[config.mk]
export PLATFORM = sky130hd
export DESIGN_NAME = lpwt_timer
export DESIGN_NICKNAME = d
export VERILOG_FILES = /design/src/include/lpwt_pkg.sv /design/src/verilog/lpwt_source_tick.sv /design/src/verilog/lpwt_match_event.sv /design/src/verilog/lpwt_timer.sv
export VERILOG_INCLUDE_DIRS = /design/src /design/src/include
export SDC_FILE = /design/constraint.sdc
export NUM_CORES = 1
export LEC_CHECK = 0
export ABC_AREA = 1
export BUFFER_PORTS_ARGS = -buffer_cell sky130_fd_sc_hd__buf_4
export CAP_MARGIN = 30
export CORE_AREA = 5 5 154 156
export CTS_CLUSTER_SIZE = 28
export DETAILED_ROUTE_END_ITERATION = 10
export DIE_AREA = 0 0 159 161
export PLACE_DENSITY = 0.43
export SYNTH_ARGS = -nofsm -noshare
export SYNTH_HDL_FRONTEND = slang
export SYNTH_SLANG_ARGS = --single-unit
[constraint.sdc]
create_clock -name CLK -period 3.9 [get_ports CLK]
set_clock_uncertainty 0.1 [all_clocks]
set_input_delay 0.78 -clock CLK [delete_from_list [all_inputs] [get_ports CLK]]
set_output_delay 0.78 -clock CLK [all_outputs]
set_load 0.005 [all_outputs]
[src/include/lpwt_cfg.svh]
// Offsets, field positions, reset values and event constants of the wakeup timer.
// Function
// [RULE1] A 16-bit up-counter keeps counting in every power state; the code holds the count while a selected watchdog source is halted.
// [RULE2] Three-bit prescale select picks source divided by 2, 4, 8, 16 or 32.
// [RULE3] Source select bit picks sub-clock or watchdog oscillator for the prescaler.
// [RULE4] Software clears stop, then sets enable; the counter then counts up.
// [RULE5] A match with the period value restarts counting from zero.
// [RULE6] Compare-0 and wake enable both set: standby match wakes the chip via event.
// [RULE7] Watchdog oscillator halted in low power with sleep halt stops the counter.
// [RULE8] Writing one to the counter clear bit resets the counter to zero.
// [RULE9] The counter clear bit returns to zero once clearing has finished.
// [RULE10] Software writes counter clear only while counter enable is zero.
// [RULE11] The compare-0 event goes to the event link only in software standby.
// [RULE12] The compare match event is identified by event number 5Dh.
// [RULE13] After wakeup, software waits one source clock cycle before standby again.
// [RULE14] All six timer registers share one write-protect enable bit.
// [RULE15] Software keeps the compare-0 value below the period value.
// [RULE16] Software changes compare-0 and wake enable only while counting is off.
// [RULE17] The compare-0 event is a single-cycle pulse once per match.
`ifndef LPWT_CFG_SVH
`define LPWT_CFG_SVH

`define LPWT_ADDR_CTRL1 8'hb0
`define LPWT_ADDR_PERIOD 8'hb4
`define LPWT_ADDR_CMP0 8'hb8
`define LPWT_ADDR_WAKE 8'hbc
`define LPWT_ADDR_CTRL2 8'hc0
`define LPWT_ADDR_CTRL3 8'hc4
`define LPWT_ADDR_PROTECT 8'hc8
`define LPWT_ADDR_INT_STATUS 8'hcc
`define LPWT_ADDR_INT_MASK 8'hd0
`define LPWT_ADDR_COUNT 8'hd4

`define LPWT_CTRL1_PSEL_LSB 0
`define LPWT_CTRL1_CKSEL_BIT 3
`define LPWT_CTRL1_CMRE0_BIT 5
`define LPWT_CTRL2_STOP_BIT 0
`define LPWT_CTRL3_EN_BIT 0
`define LPWT_CTRL3_CLR_BIT 1
`define LPWT_WAKE_EN_BIT 15
`define LPWT_PROTECT_UNLOCK_BIT 2

`define LPWT_INT_CMP_BIT 0
`define LPWT_INT_WRAP_BIT 1
`define LPWT_INT_WAKE_BIT 2
`define LPWT_INT_WIDTH 3

`define LPWT_RST_PERIOD 16'hffff
`define LPWT_RST_CMP0 16'hffff
`define LPWT_RST_STOP 1'b1

`define LPWT_EVENT_NUMBER 8'h5d
`define LPWT_PSEL_MAX 3'h4

`endif

[src/include/lpwt_pkg.sv]
// Types shared by the wakeup timer modules.
package lpwt_pkg;

  typedef struct packed {
    logic cmp0_enable;
    logic source_clock_select;
    logic [2:0] prescale_select;
  } lpwt_ctrl_type;

  typedef struct packed {
    logic compare0_enable;
    logic standby_wake_enable;
    logic standby;
  } lpwt_wake_type;

  typedef enum logic [1:0] {
    LPWT_CLR_IDLE = 2'b00,
    LPWT_CLR_WAIT = 2'b01,
    LPWT_CLR_DONE = 2'b10
  } lpwt_clr_state_type;

endpackage

[src/verilog/lpwt_source_tick.sv]
// Source clock synchronisers, source select and prescale divider.
`timescale 1ns/1ps
`default_nettype none
`include "lpwt_cfg.svh"
module lpwt_source_tick
  import lpwt_pkg::*;
(
  // Clock and reset.
  input wire logic clk,
  input wire logic reset,
  // Source oscillators.
  input wire logic sub_clk,
  input wire logic wdt_clk,
  // Control.
  input wire lpwt_ctrl_type ctrl,
  input wire logic wdt_halted,
  // Ticks.
  output logic src_tick,
  output logic count_tick
);
  logic [2:0] sub_sync_reg, sub_sync_next;
  logic [2:0] wdt_sync_reg, wdt_sync_next;
  logic sub_lvl_reg, sub_lvl_next;
  logic wdt_lvl_reg, wdt_lvl_next;
  logic [4:0] div_reg, div_next;
  logic sub_rise, wdt_rise;
  logic [4:0] div_mask;

  function automatic logic [4:0] psel_mask(input logic [2:0] psel);
    logic [2:0] p;
    p = (psel > `LPWT_PSEL_MAX) ? `LPWT_PSEL_MAX : psel;
    psel_mask = 5'h1f >> (3'h4 - p);
  endfunction

  always_comb begin
    sub_sync_next = {sub_sync_reg[1:0], sub_clk};
    wdt_sync_next = {wdt_sync_reg[1:0], wdt_clk};
    sub_lvl_next = (sub_sync_reg[1] == sub_sync_reg[2]) ? sub_sync_reg[2] : sub_lvl_reg;
    wdt_lvl_next = (wdt_sync_reg[1] == wdt_sync_reg[2]) ? wdt_sync_reg[2] : wdt_lvl_reg;
    sub_rise = sub_lvl_next & ~sub_lvl_reg;
    wdt_rise = wdt_lvl_next & ~wdt_lvl_reg;
    src_tick = ctrl.source_clock_select ? (wdt_rise & ~wdt_halted) : sub_rise; // [RULE3] [RULE7]
    div_mask = psel_mask(ctrl.prescale_select);
    div_next = src_tick ? div_reg + 5'h01 : div_reg;
    count_tick = src_tick & ((div_reg & div_mask) == div_mask); // [RULE2]
  end

  always_ff @(posedge clk) begin
    if (reset) begin
      sub_sync_reg <= 3'h0;
      wdt_sync_reg <= 3'h0;
      sub_lvl_reg <= 1'b0;
      wdt_lvl_reg <= 1'b0;
      div_reg <= 5'h00;
    end else begin
      sub_sync_reg <= sub_sync_next;
      wdt_sync_reg <= wdt_sync_next;
      sub_lvl_reg <= sub_lvl_next;
      wdt_lvl_reg <= wdt_lvl_next;
      div_reg <= div_next;
    end
  end
endmodule // lpwt_source_tick
`default_nettype wire

[src/verilog/lpwt_match_event.sv]
// Compare-0 match pulse and standby wake event generation.
`timescale 1ns/1ps
`default_nettype none
`include "lpwt_cfg.svh"
module lpwt_match_event
  import lpwt_pkg::*;
#(
  parameter int WIDTH = 16
)
(
  // Clock and reset.
  input wire logic clk,
  input wire logic reset,
  // Counter state.
  input wire logic count_tick,
  input wire logic running,
  input wire logic [WIDTH-1:0] count,
  input wire logic [WIDTH-1:0] compare,
  input wire lpwt_wake_type wake,
  // Events.
  output logic match_pulse,
  output logic wake_pulse
);
  logic match_reg, match_next;
  logic wake_reg, wake_next;

  always_comb begin
    match_next = count_tick & running & wake.compare0_enable & (count == compare); // [RULE17]
    wake_next = match_next & wake.standby & wake.standby_wake_enable; // [RULE6] [RULE11]
  end

  always_ff @(posedge clk) begin
    if (reset) begin
      match_reg <= 1'b0;
      wake_reg <= 1'b0;
    end else begin
      match_reg <= match_next;
      wake_reg <= wake_next;
    end
  end

  assign match_pulse = match_reg;
  assign wake_pulse = wake_reg;
endmodule // lpwt_match_event
`default_nettype wire

[src/verilog/lpwt_timer.sv]
// Low-power wakeup timer top: APB registers, counter, clear sequence and interrupt.
//
// Added by the designer: the address map and register access over APB.
`timescale 1ns/1ps
`default_nettype none
`include "lpwt_cfg.svh"
module lpwt_timer
  import lpwt_pkg::*;
#(
  parameter int WIDTH = 16
)
(
  // Clock and reset.
  input wire logic CLK,
  input wire logic RESET,
  // APB slave.
  input wire logic PSEL,
  input wire logic PENABLE,
  input wire logic PWRITE,
  input wire logic [7:0] PADDR,
  input wire logic [31:0] PWDATA,
  output logic [31:0] PRDATA,
  output logic PREADY,
  output logic PSLVERR,
  // Source oscillators, sampled as asynchronous inputs.
  input wire logic SUB_CLK,
  input wire logic WDT_CLK,
  // Power state from the system controller.
  input wire logic STANDBY,
  input wire logic LOW_POWER,
  input wire logic WATCHDOG_SLEEP_HALT,
  // Event link and interrupt.
  output logic WAKE_EVENT,
  output logic [7:0] WAKE_EVENT_NUMBER,
  output logic IRQ
);
  lpwt_ctrl_type ctrl_reg, ctrl_next;
  logic stop_reg, stop_next;
  logic enable_reg, enable_next;
  logic clear_reg, clear_next;
  logic [WIDTH-1:0] period_reg, period_next;
  logic [WIDTH-1:0] cmp0_reg, cmp0_next;
  logic wake_en_reg, wake_en_next;
  logic unlock_reg, unlock_next;
  logic [`LPWT_INT_WIDTH-1:0] status_reg, status_next;
  logic [`LPWT_INT_WIDTH-1:0] mask_reg, mask_next;
  logic [WIDTH-1:0] count_reg, count_next;
  logic [31:0] prdata_reg, prdata_next;
  lpwt_clr_state_type clr_state_reg, clr_state_next;
  logic wr, rd, mapped, prot_ok, running, wrap;
  logic src_tick, count_tick, match_pulse, wake_pulse;
  lpwt_wake_type wake;

  function automatic logic is_mapped(input logic [7:0] a);
    is_mapped = (a == `LPWT_ADDR_CTRL1) || (a == `LPWT_ADDR_PERIOD) ||
                (a == `LPWT_ADDR_CMP0) || (a == `LPWT_ADDR_WAKE) ||
                (a == `LPWT_ADDR_CTRL2) || (a == `LPWT_ADDR_CTRL3) ||
                (a == `LPWT_ADDR_PROTECT) || (a == `LPWT_ADDR_INT_STATUS) ||
                (a == `LPWT_ADDR_INT_MASK) || (a == `LPWT_ADDR_COUNT);
  endfunction

  lpwt_source_tick u_tick (
    .clk(CLK),
    .reset(RESET),
    .sub_clk(SUB_CLK),
    .wdt_clk(WDT_CLK),
    .ctrl(ctrl_reg),
    .wdt_halted(LOW_POWER & WATCHDOG_SLEEP_HALT),
    .src_tick(src_tick),
    .count_tick(count_tick)
  );

  assign wake = {ctrl_reg.cmp0_enable, wake_en_reg, STANDBY};

  lpwt_match_event #(.WIDTH(WIDTH)) u_event (
    .clk(CLK),
    .reset(RESET),
    .count_tick(count_tick),
    .running(running),
    .count(count_reg),
    .compare(cmp0_reg),
    .wake(wake),
    .match_pulse(match_pulse),
    .wake_pulse(wake_pulse)
  );

  // Bus decode; zero wait states, read data loaded in the setup cycle.
  always_comb begin
    mapped = is_mapped(PADDR);
    wr = PSEL & PENABLE & PWRITE & mapped;
    rd = PSEL & ~PENABLE & ~PWRITE;
    prot_ok = unlock_reg; // [RULE14]
    running = enable_reg & ~stop_reg; // [RULE4] [RULE1]
    wrap = count_tick & running & (count_reg == period_reg);
  end

  // Register writes.
  always_comb begin
    ctrl_next = ctrl_reg;
    stop_next = stop_reg;
    enable_next = enable_reg;
    period_next = period_reg;
    cmp0_next = cmp0_reg;
    wake_en_next = wake_en_reg;
    unlock_next = unlock_reg;
    mask_next = mask_reg;
    if (wr && PADDR == `LPWT_ADDR_PROTECT) begin
      unlock_next = PWDATA[`LPWT_PROTECT_UNLOCK_BIT];
    end
    if (wr && PADDR == `LPWT_ADDR_INT_MASK) begin
      mask_next = PWDATA[`LPWT_INT_WIDTH-1:0];
    end
    if (wr && prot_ok) begin // [RULE14]
      unique case (PADDR)
        `LPWT_ADDR_CTRL1: begin
          ctrl_next.prescale_select = PWDATA[`LPWT_CTRL1_PSEL_LSB +: 3]; // [RULE2]
          ctrl_next.source_clock_select = PWDATA[`LPWT_CTRL1_CKSEL_BIT]; // [RULE3]
          ctrl_next.cmp0_enable = PWDATA[`LPWT_CTRL1_CMRE0_BIT];
        end
        `LPWT_ADDR_CTRL2: stop_next = PWDATA[`LPWT_CTRL2_STOP_BIT]; // [RULE4]
        `LPWT_ADDR_CTRL3: enable_next = PWDATA[`LPWT_CTRL3_EN_BIT]; // [RULE4]
        `LPWT_ADDR_PERIOD: period_next = PWDATA[WIDTH-1:0];
        `LPWT_ADDR_CMP0: cmp0_next = PWDATA[WIDTH-1:0]; // [RULE16]
        `LPWT_ADDR_WAKE: wake_en_next = PWDATA[`LPWT_WAKE_EN_BIT]; // [RULE16]
        default: begin
        end
      endcase
    end
  end

  // Counter clear sequence: it waits for one source edge, then the bit self-clears.
  always_comb begin
    clr_state_next = clr_state_reg;
    clear_next = clear_reg;
    unique case (clr_state_reg)
      LPWT_CLR_IDLE: begin
        if (clear_reg) begin
          clr_state_next = LPWT_CLR_WAIT;
        end
      end
      LPWT_CLR_WAIT: begin
        if (src_tick) begin
          clr_state_next = LPWT_CLR_DONE;
        end
      end
      LPWT_CLR_DONE: begin
        clear_next = 1'b0; // [RULE9]
        clr_state_next = LPWT_CLR_IDLE;
      end
      default: clr_state_next = LPWT_CLR_IDLE;
    endcase
    if (wr && prot_ok && PADDR == `LPWT_ADDR_CTRL3 && PWDATA[`LPWT_CTRL3_CLR_BIT]) begin
      clear_next = 1'b1; // [RULE8] [RULE10]
    end
  end

  // Counter.
  always_comb begin
    count_next = count_reg;
    if (clr_state_reg == LPWT_CLR_WAIT && src_tick) begin
      count_next = '0; // [RULE8]
    end else if (wrap) begin
      count_next = '0; // [RULE5]
    end else if (count_tick && running) begin
      count_next = count_reg + {{(WIDTH-1){1'b0}}, 1'b1}; // [RULE1] [RULE4]
    end
  end

  // Interrupt status: hardware set wins over a write-one clear.
  always_comb begin
    status_next = status_reg;
    if (wr && PADDR == `LPWT_ADDR_INT_STATUS) begin
      status_next = status_reg & ~PWDATA[`LPWT_INT_WIDTH-1:0];
    end
    if (match_pulse) begin
      status_next[`LPWT_INT_CMP_BIT] = 1'b1;
    end
    if (wrap) begin
      status_next[`LPWT_INT_WRAP_BIT] = 1'b1;
    end
    if (wake_pulse) begin
      status_next[`LPWT_INT_WAKE_BIT] = 1'b1;
    end
  end

  // Read data.
  always_comb begin
    prdata_next = prdata_reg;
    if (rd) begin
      prdata_next = 32'h0;
      unique case (PADDR)
        `LPWT_ADDR_CTRL1: begin
          prdata_next[`LPWT_CTRL1_PSEL_LSB +: 3] = ctrl_reg.prescale_select;
          prdata_next[`LPWT_CTRL1_CKSEL_BIT] = ctrl_reg.source_clock_select;
          prdata_next[`LPWT_CTRL1_CMRE0_BIT] = ctrl_reg.cmp0_enable;
        end
        `LPWT_ADDR_CTRL2: prdata_next[`LPWT_CTRL2_STOP_BIT] = stop_reg;
        `LPWT_ADDR_CTRL3: begin
          prdata_next[`LPWT_CTRL3_EN_BIT] = enable_reg;
          prdata_next[`LPWT_CTRL3_CLR_BIT] = clear_reg; // [RULE9]
        end
        `LPWT_ADDR_PERIOD: prdata_next[WIDTH-1:0] = period_reg;
        `LPWT_ADDR_CMP0: prdata_next[WIDTH-1:0] = cmp0_reg;
        `LPWT_ADDR_WAKE: prdata_next[`LPWT_WAKE_EN_BIT] = wake_en_reg;
        `LPWT_ADDR_PROTECT: prdata_next[`LPWT_PROTECT_UNLOCK_BIT] = unlock_reg;
        `LPWT_ADDR_INT_STATUS: prdata_next[`LPWT_INT_WIDTH-1:0] = status_reg;
        `LPWT_ADDR_INT_MASK: prdata_next[`LPWT_INT_WIDTH-1:0] = mask_reg;
        `LPWT_ADDR_COUNT: prdata_next[WIDTH-1:0] = count_reg;
        default: prdata_next = 32'h0;
      endcase
    end
  end

  always_ff @(posedge CLK) begin
    if (RESET) begin
      ctrl_reg <= '0;
      stop_reg <= `LPWT_RST_STOP;
      enable_reg <= 1'b0;
      clear_reg <= 1'b0;
      period_reg <= `LPWT_RST_PERIOD;
      cmp0_reg <= `LPWT_RST_CMP0;
      wake_en_reg <= 1'b0;
      unlock_reg <= 1'b0;
      status_reg <= '0;
      mask_reg <= '0;
      count_reg <= '0;
      prdata_reg <= 32'h0;
      clr_state_reg <= LPWT_CLR_IDLE;
    end else begin
      ctrl_reg <= ctrl_next;
      stop_reg <= stop_next;
      enable_reg <= enable_next;
      clear_reg <= clear_next;
      period_reg <= period_next;
      cmp0_reg <= cmp0_next;
      wake_en_reg <= wake_en_next;
      unlock_reg <= unlock_next;
      status_reg <= status_next;
      mask_reg <= mask_next;
      count_reg <= count_next;
      prdata_reg <= prdata_next;
      clr_state_reg <= clr_state_next;
    end
  end

  assign PRDATA = prdata_reg;
  assign PREADY = 1'b1;
  assign PSLVERR = PSEL & PENABLE & ~mapped;
  assign WAKE_EVENT = wake_pulse; // [RULE6] [RULE11] [RULE17]
  assign WAKE_EVENT_NUMBER = `LPWT_EVENT_NUMBER; // [RULE12]
  assign IRQ = |(status_reg & mask_reg);
endmodule // lpwt_timer
`default_nettype wire

# Yosys cells after proc, flatten, opt, wreduce, memory -nomap -nowiden
# Cells that the tools add are included.
# op_classes
n_reduce_logical	31
n_eq_ne	19
n_mux	21
n_lt_le_gt_ge	1
shift	1
add_sub_neg	3
bitwise_logic	29
# ops
cell	count
8-bit equality test, second input constant	10
16-bit equality test	2
9-bit case mux with 3 select lines	1
1-bit bitwise AND	18
16-bit by 1-bit adder with 16-bit output, second input constant	1
1-bit case mux with 7 select lines	2
2-bit AND reduction	7
1-bit case mux with 4 select lines	3
1-bit logical OR	9
1-bit logical AND	8
1-bit two-way mux	8
1-bit case mux with 8 select lines	1
2-bit nonzero test	4
1-bit inverter	7
3-bit bitwise AND	2
3-bit two-way mux	2
3-bit OR reduction	2
5-bit by 1-bit adder with 5-bit output, second input constant	1
5-bit bitwise AND	1
5-bit equality test	1
5-bit by 3-bit right shift with 5-bit output, first input constant	1
2-bit two-way mux	2
2-bit != test, second input constant	2
2-bit case mux with 2 select lines	1
8 further kinds	9
# word_totals
out_inout_bits	44
ff_bits	97

# Depth between registers and ports, before layout
# logic_depth
word_depth	15
mapped_depth	15

# Hierarchy
# Synthesis repeated with hierarchy kept, for this count alone.
# hier_totals
hier_cells	786
hier_area_um2	5251.3
# modules_own_cells
mod	cells_per_inst	area_each_um2	instances
lpwt_timer	616	4202.8	1
lpwt_source_tick	84	658.1	1
lpwt_match_event	86	390.4	1

# Worst setup path after synthesis
# Ideal clock, no wire load.
# synth_timing
path_kind	input to output
startpoint	input PADDR[1]
endpoint	output PSLVERR
arrival_ns	1.529
setup_slack_ns	1.491
path_buffers	0
cell_stages	8
cell_sequence	inv_1 -> nand2_2 -> nor2_2 -> nand2_2 -> nand2_1 -> nor2_2 -> nand3_4 -> nor2_1
# synth_via
elab_chain_cells	12
word_cells_on_any_way	21
# synth_lines
item	line_no	source
start: declaration	lpwt_timer.sv:20	input wire logic [7:0] PADDR,
8-bit equality test	-	
1-bit logical OR (8 in a row)	lpwt_timer.sv:55	is_mapped = (a == `LPWT_ADDR_CTRL1) || (a == `LPWT_ADDR_PERIOD) ||
1-bit logical OR (*)	lpwt_timer.sv:55	
1-bit inverter (*)	lpwt_timer.sv:248	assign PSLVERR = PSEL & PENABLE & ~mapped;
1-bit bitwise AND (*)	lpwt_timer.sv:248	
end: declaration	lpwt_timer.sv:24	output logic PSLVERR,
# Mark *: on every way between the ends. The rest lies on a longest branch, timed or not.

# Final worst setup path
# Same ends and word-level chain as after synthesis.

==> run summary <==
WP data required: 3.02 ns
HP Class: flop to flop
First-pass GRT wire length: 25600 microns
Seq. cell area: 1940 sq um
Synth warn: 0
Total CTS buffers: 9
Status: complete, no violations
GR peak layer: met2
# nets final: 851
Synthesized cell area: 5210 sq um
Final GP Congestion: 0.840
Final hold viol count: 0
Post-Syn Instances: 758
Syn-to-layout area delta: 15.7%
Synth area leaders: dfxtp_1 37%, nand2_1 14%, inv_1 6.1%, nand3_1 5.3%, nor2_1 5.3%
FF-to-FF setup slack: 0.97 ns
Clk_lat worst skew: 0.36 ns
CTS Hold Bufs: 0
Gr ovfl total: 0
WP data arrival: 2.05 ns
Slew Viols, Final: 0
Avg WL per Cell: 15.1 microns
Syn Area/Cell: 6.87 sq um
R2R depth: 12
Synth Register Bits: 97
Die height: 161 microns
Final Critical Period: 2.93 ns
Register area share after synthesis: 37.3%
Via-to-Cell Ratio: 4.46
# IOs: 94
Hold Path End: u_tick.sub_sync_reg[1]$_SDFF_PP0_
Via count: 4847
# DRC: 0
Post-CTS Resized: 0
Die W: 159 microns
Area of the multi-input gates: 2680 sq um
Setup_tns: 0 ns
All-Layer GR Usage: 12.7%
Port bufs: 52
CP Max Fanout: 16
CTS Buffer Depth: 2
Reg clk slew, reported paths: 0.07 ns
Startpoint types: input pin
Core footprint: 22200 sq um
Post-CTS repair timing setup buffer count: 0
RSZ-0062 raised after global routing: no
Initial antenna violation count: 0
Nature of the critical path endpoint: output port
Met1 GRT Util: 17.5%
Period utilisation layout: 75.2%
Distinct cells, synth: 40
H-tree depth: 3
Final Util: 27.1%
Starting Density: 23.4%
Hpwl dp: 12200 microns
Max-cap violation count: 0
Worst-margin pin slew: 0.813 ns
Share of the synthesized area in the top cell type: 37.3%
TritonCTS clock tree: done
Rel. slew slack: 45.7%
Number of routed nets with antenna violations: 0
Clock Tree Root: clkbuf_16
TritonCTS Sinks: 97
Num rows: 55
Largest area contributor in the netlist: dfxtp_1
Synth Flop Type: dfxtp_1
Largest net degree at the start of global routing: 51
Routed wire length: 16400 microns
Asr flop ratio synth: 0%
Critical path class: input pin to output port
TritonRoute pass-1 iters: 5
Met3 global-route usage: 1.94%
# fillers: 2510
Grt met2 use: 20.5%
Reg2reg end: count_reg[13]$_SDFFE_PP0P_
Setup violators final: 0
Layout cells sized above 1: 12.4%
Die area: 25600 sq um
Worst reg2reg startpoint: ctrl_reg[0]$_SDFFE_PP0P_
Initial drt markers: 364
Vias in the first global route: 4540
Hold Path Origin: u_tick.sub_sync_reg[0]$_SDFF_PP0_
Maximum vdd ir drop: 192 uV
Pwr Density: 325 nW/um^2
Fmax: 0.341 GHz
Hold Path Depth: 2
Post-synth EDFFs: 0
P_leak: 0.00262 uW
Number of diodes: 0
## final cells by class
| cell class | instances | area share [%] |
|---|---|---|
| repair buffers | 56 | 6.98 |
| clock inverters | 5 | 0.727 |
| inverters | 91 | 5.75 |
| well taps | 285 | 5.92 |
| clock buffers | 11 | 3.86 |
| flip-flops and latches | 97 | 32.2 |
| multi-input cells | 541 | 44.5 |
## cells by family (layout without fill, tap and decap cells)
family / Yosys count / after routing / share of synthesized area [%]
compound gates: 103 / 103 / 11.6
xor+xnor: 25 / 25 / 4.21
fa+ha+maj: 5 / 5 / 1.20
buf+inv: 143 / 163 / 12.8
flops: 97 / 97 / 37.3
other cells: 2 / 25 / 0.144
simple gates: 383 / 383 / 32.7
## cells in the final DEF (no fill, tap or decap), drive strengths merged, types with 5 or more instances in the layout
cell	n
nand2	201
dfxtp	97
inv	93
nor2	84
nand3	57
buf	56
a21oi	40
o21ai	28
conb	25
nand4	20
xnor2	16
nor3	16
o22ai	12
clkbuf	11
o221ai	10
xor2	9
o211ai	6
ha	5
## critical path: stages
cell	delay [ns]
buf_4	0.08
inv_1	0.04
nand2_2	0.10
nor2_2	0.06
nand2_2	0.30
nand2_1	0.12
nor2_2	0.16
nand3_4	0.16
nor2_1	0.13
buf_4	0.12
## layer usage
metal | share of wire, % | routed length [microns] | vias to the layer above
met5 | 0 | 0 | -
met3 | 4.7 | 766 | 15
li1 | - | - | 2483
met1 | 48 | 7910 | 2221
met2 | 45 | 7430 | 128
met4 | 1.5 | 250 | 0
## power by group
group | total, uW | internal, uW | switching, uW
combinational | 93.6 | 33.7 | 59.9
sequential | 995 | 993 | 1.78
clock | 870 | 444 | 426
## cells in the mapped netlist, types with 2 or more instances
master    number
buf_6          2
dfxtp_1       97
nor2_8         2
a21oi_1       40
nand4_1       19
o211ai_1       6
nand2_2        6
xor2_1         9
o22ai_1       12
nand2_1      195
conb_1         2
inv_2          3
inv_4          2
nand3_1       55
xnor2_1       16
o21ai_0       28
inv_1         84
nor3_1        15
nand3_4        2
or2_2          3
clkinv_1       2
ha_1           5
buf_4         27
clkbuf_1      16
a211oi_1       2
o221ai_1      10
buf_2          6
nor2_2         8
nor2_1        73
## metrics by stage
step	power, uW	worst slack (ns)	cells	hold WS [ns]	instance area (sq um)
3_3_place_gp	1110	0.934	1070	0.294	5750
3_5_place_dp	1110	0.897	1070	0.296	5750
4_1_cts	1990	0.880	1086	0.311	6030
6_report	1960	0.967	1086	0.307	6030
5_1_grt	2040	0.620	1086	0.346	6030
2_1_floorplan	1080	1.49	781	0.288	5290
## worst max path at each step
| stage | from | end | slack [ns] | cells past startpoint |
|---|---|---|---|---|
| after floorplan | PADDR[1] | PSLVERR | 1.49 | 8 |
| after global routing | ctrl_reg[0]$_SDFFE_PP0P_ | count_reg[6]$_SDFFE_PP0P_ | 0.62 | 12 |
| final | PADDR[1] | PSLVERR | 0.97 | 10 |
| after detailed placement | ctrl_reg[0]$_SDFFE_PP0P_ | count_reg[12]$_SDFFE_PP0P_ | 0.90 | 12 |
| after CTS | ctrl_reg[0]$_SDFFE_PP0P_ | count_reg[12]$_SDFFE_PP0P_ | 0.88 | 12 |
| after global placement | ctrl_reg[0]$_SDFFE_PP0P_ | count_reg[14]$_SDFFE_PP0P_ | 0.93 | 12 |
No activity file was read; power rests on OpenSTA's default activity.
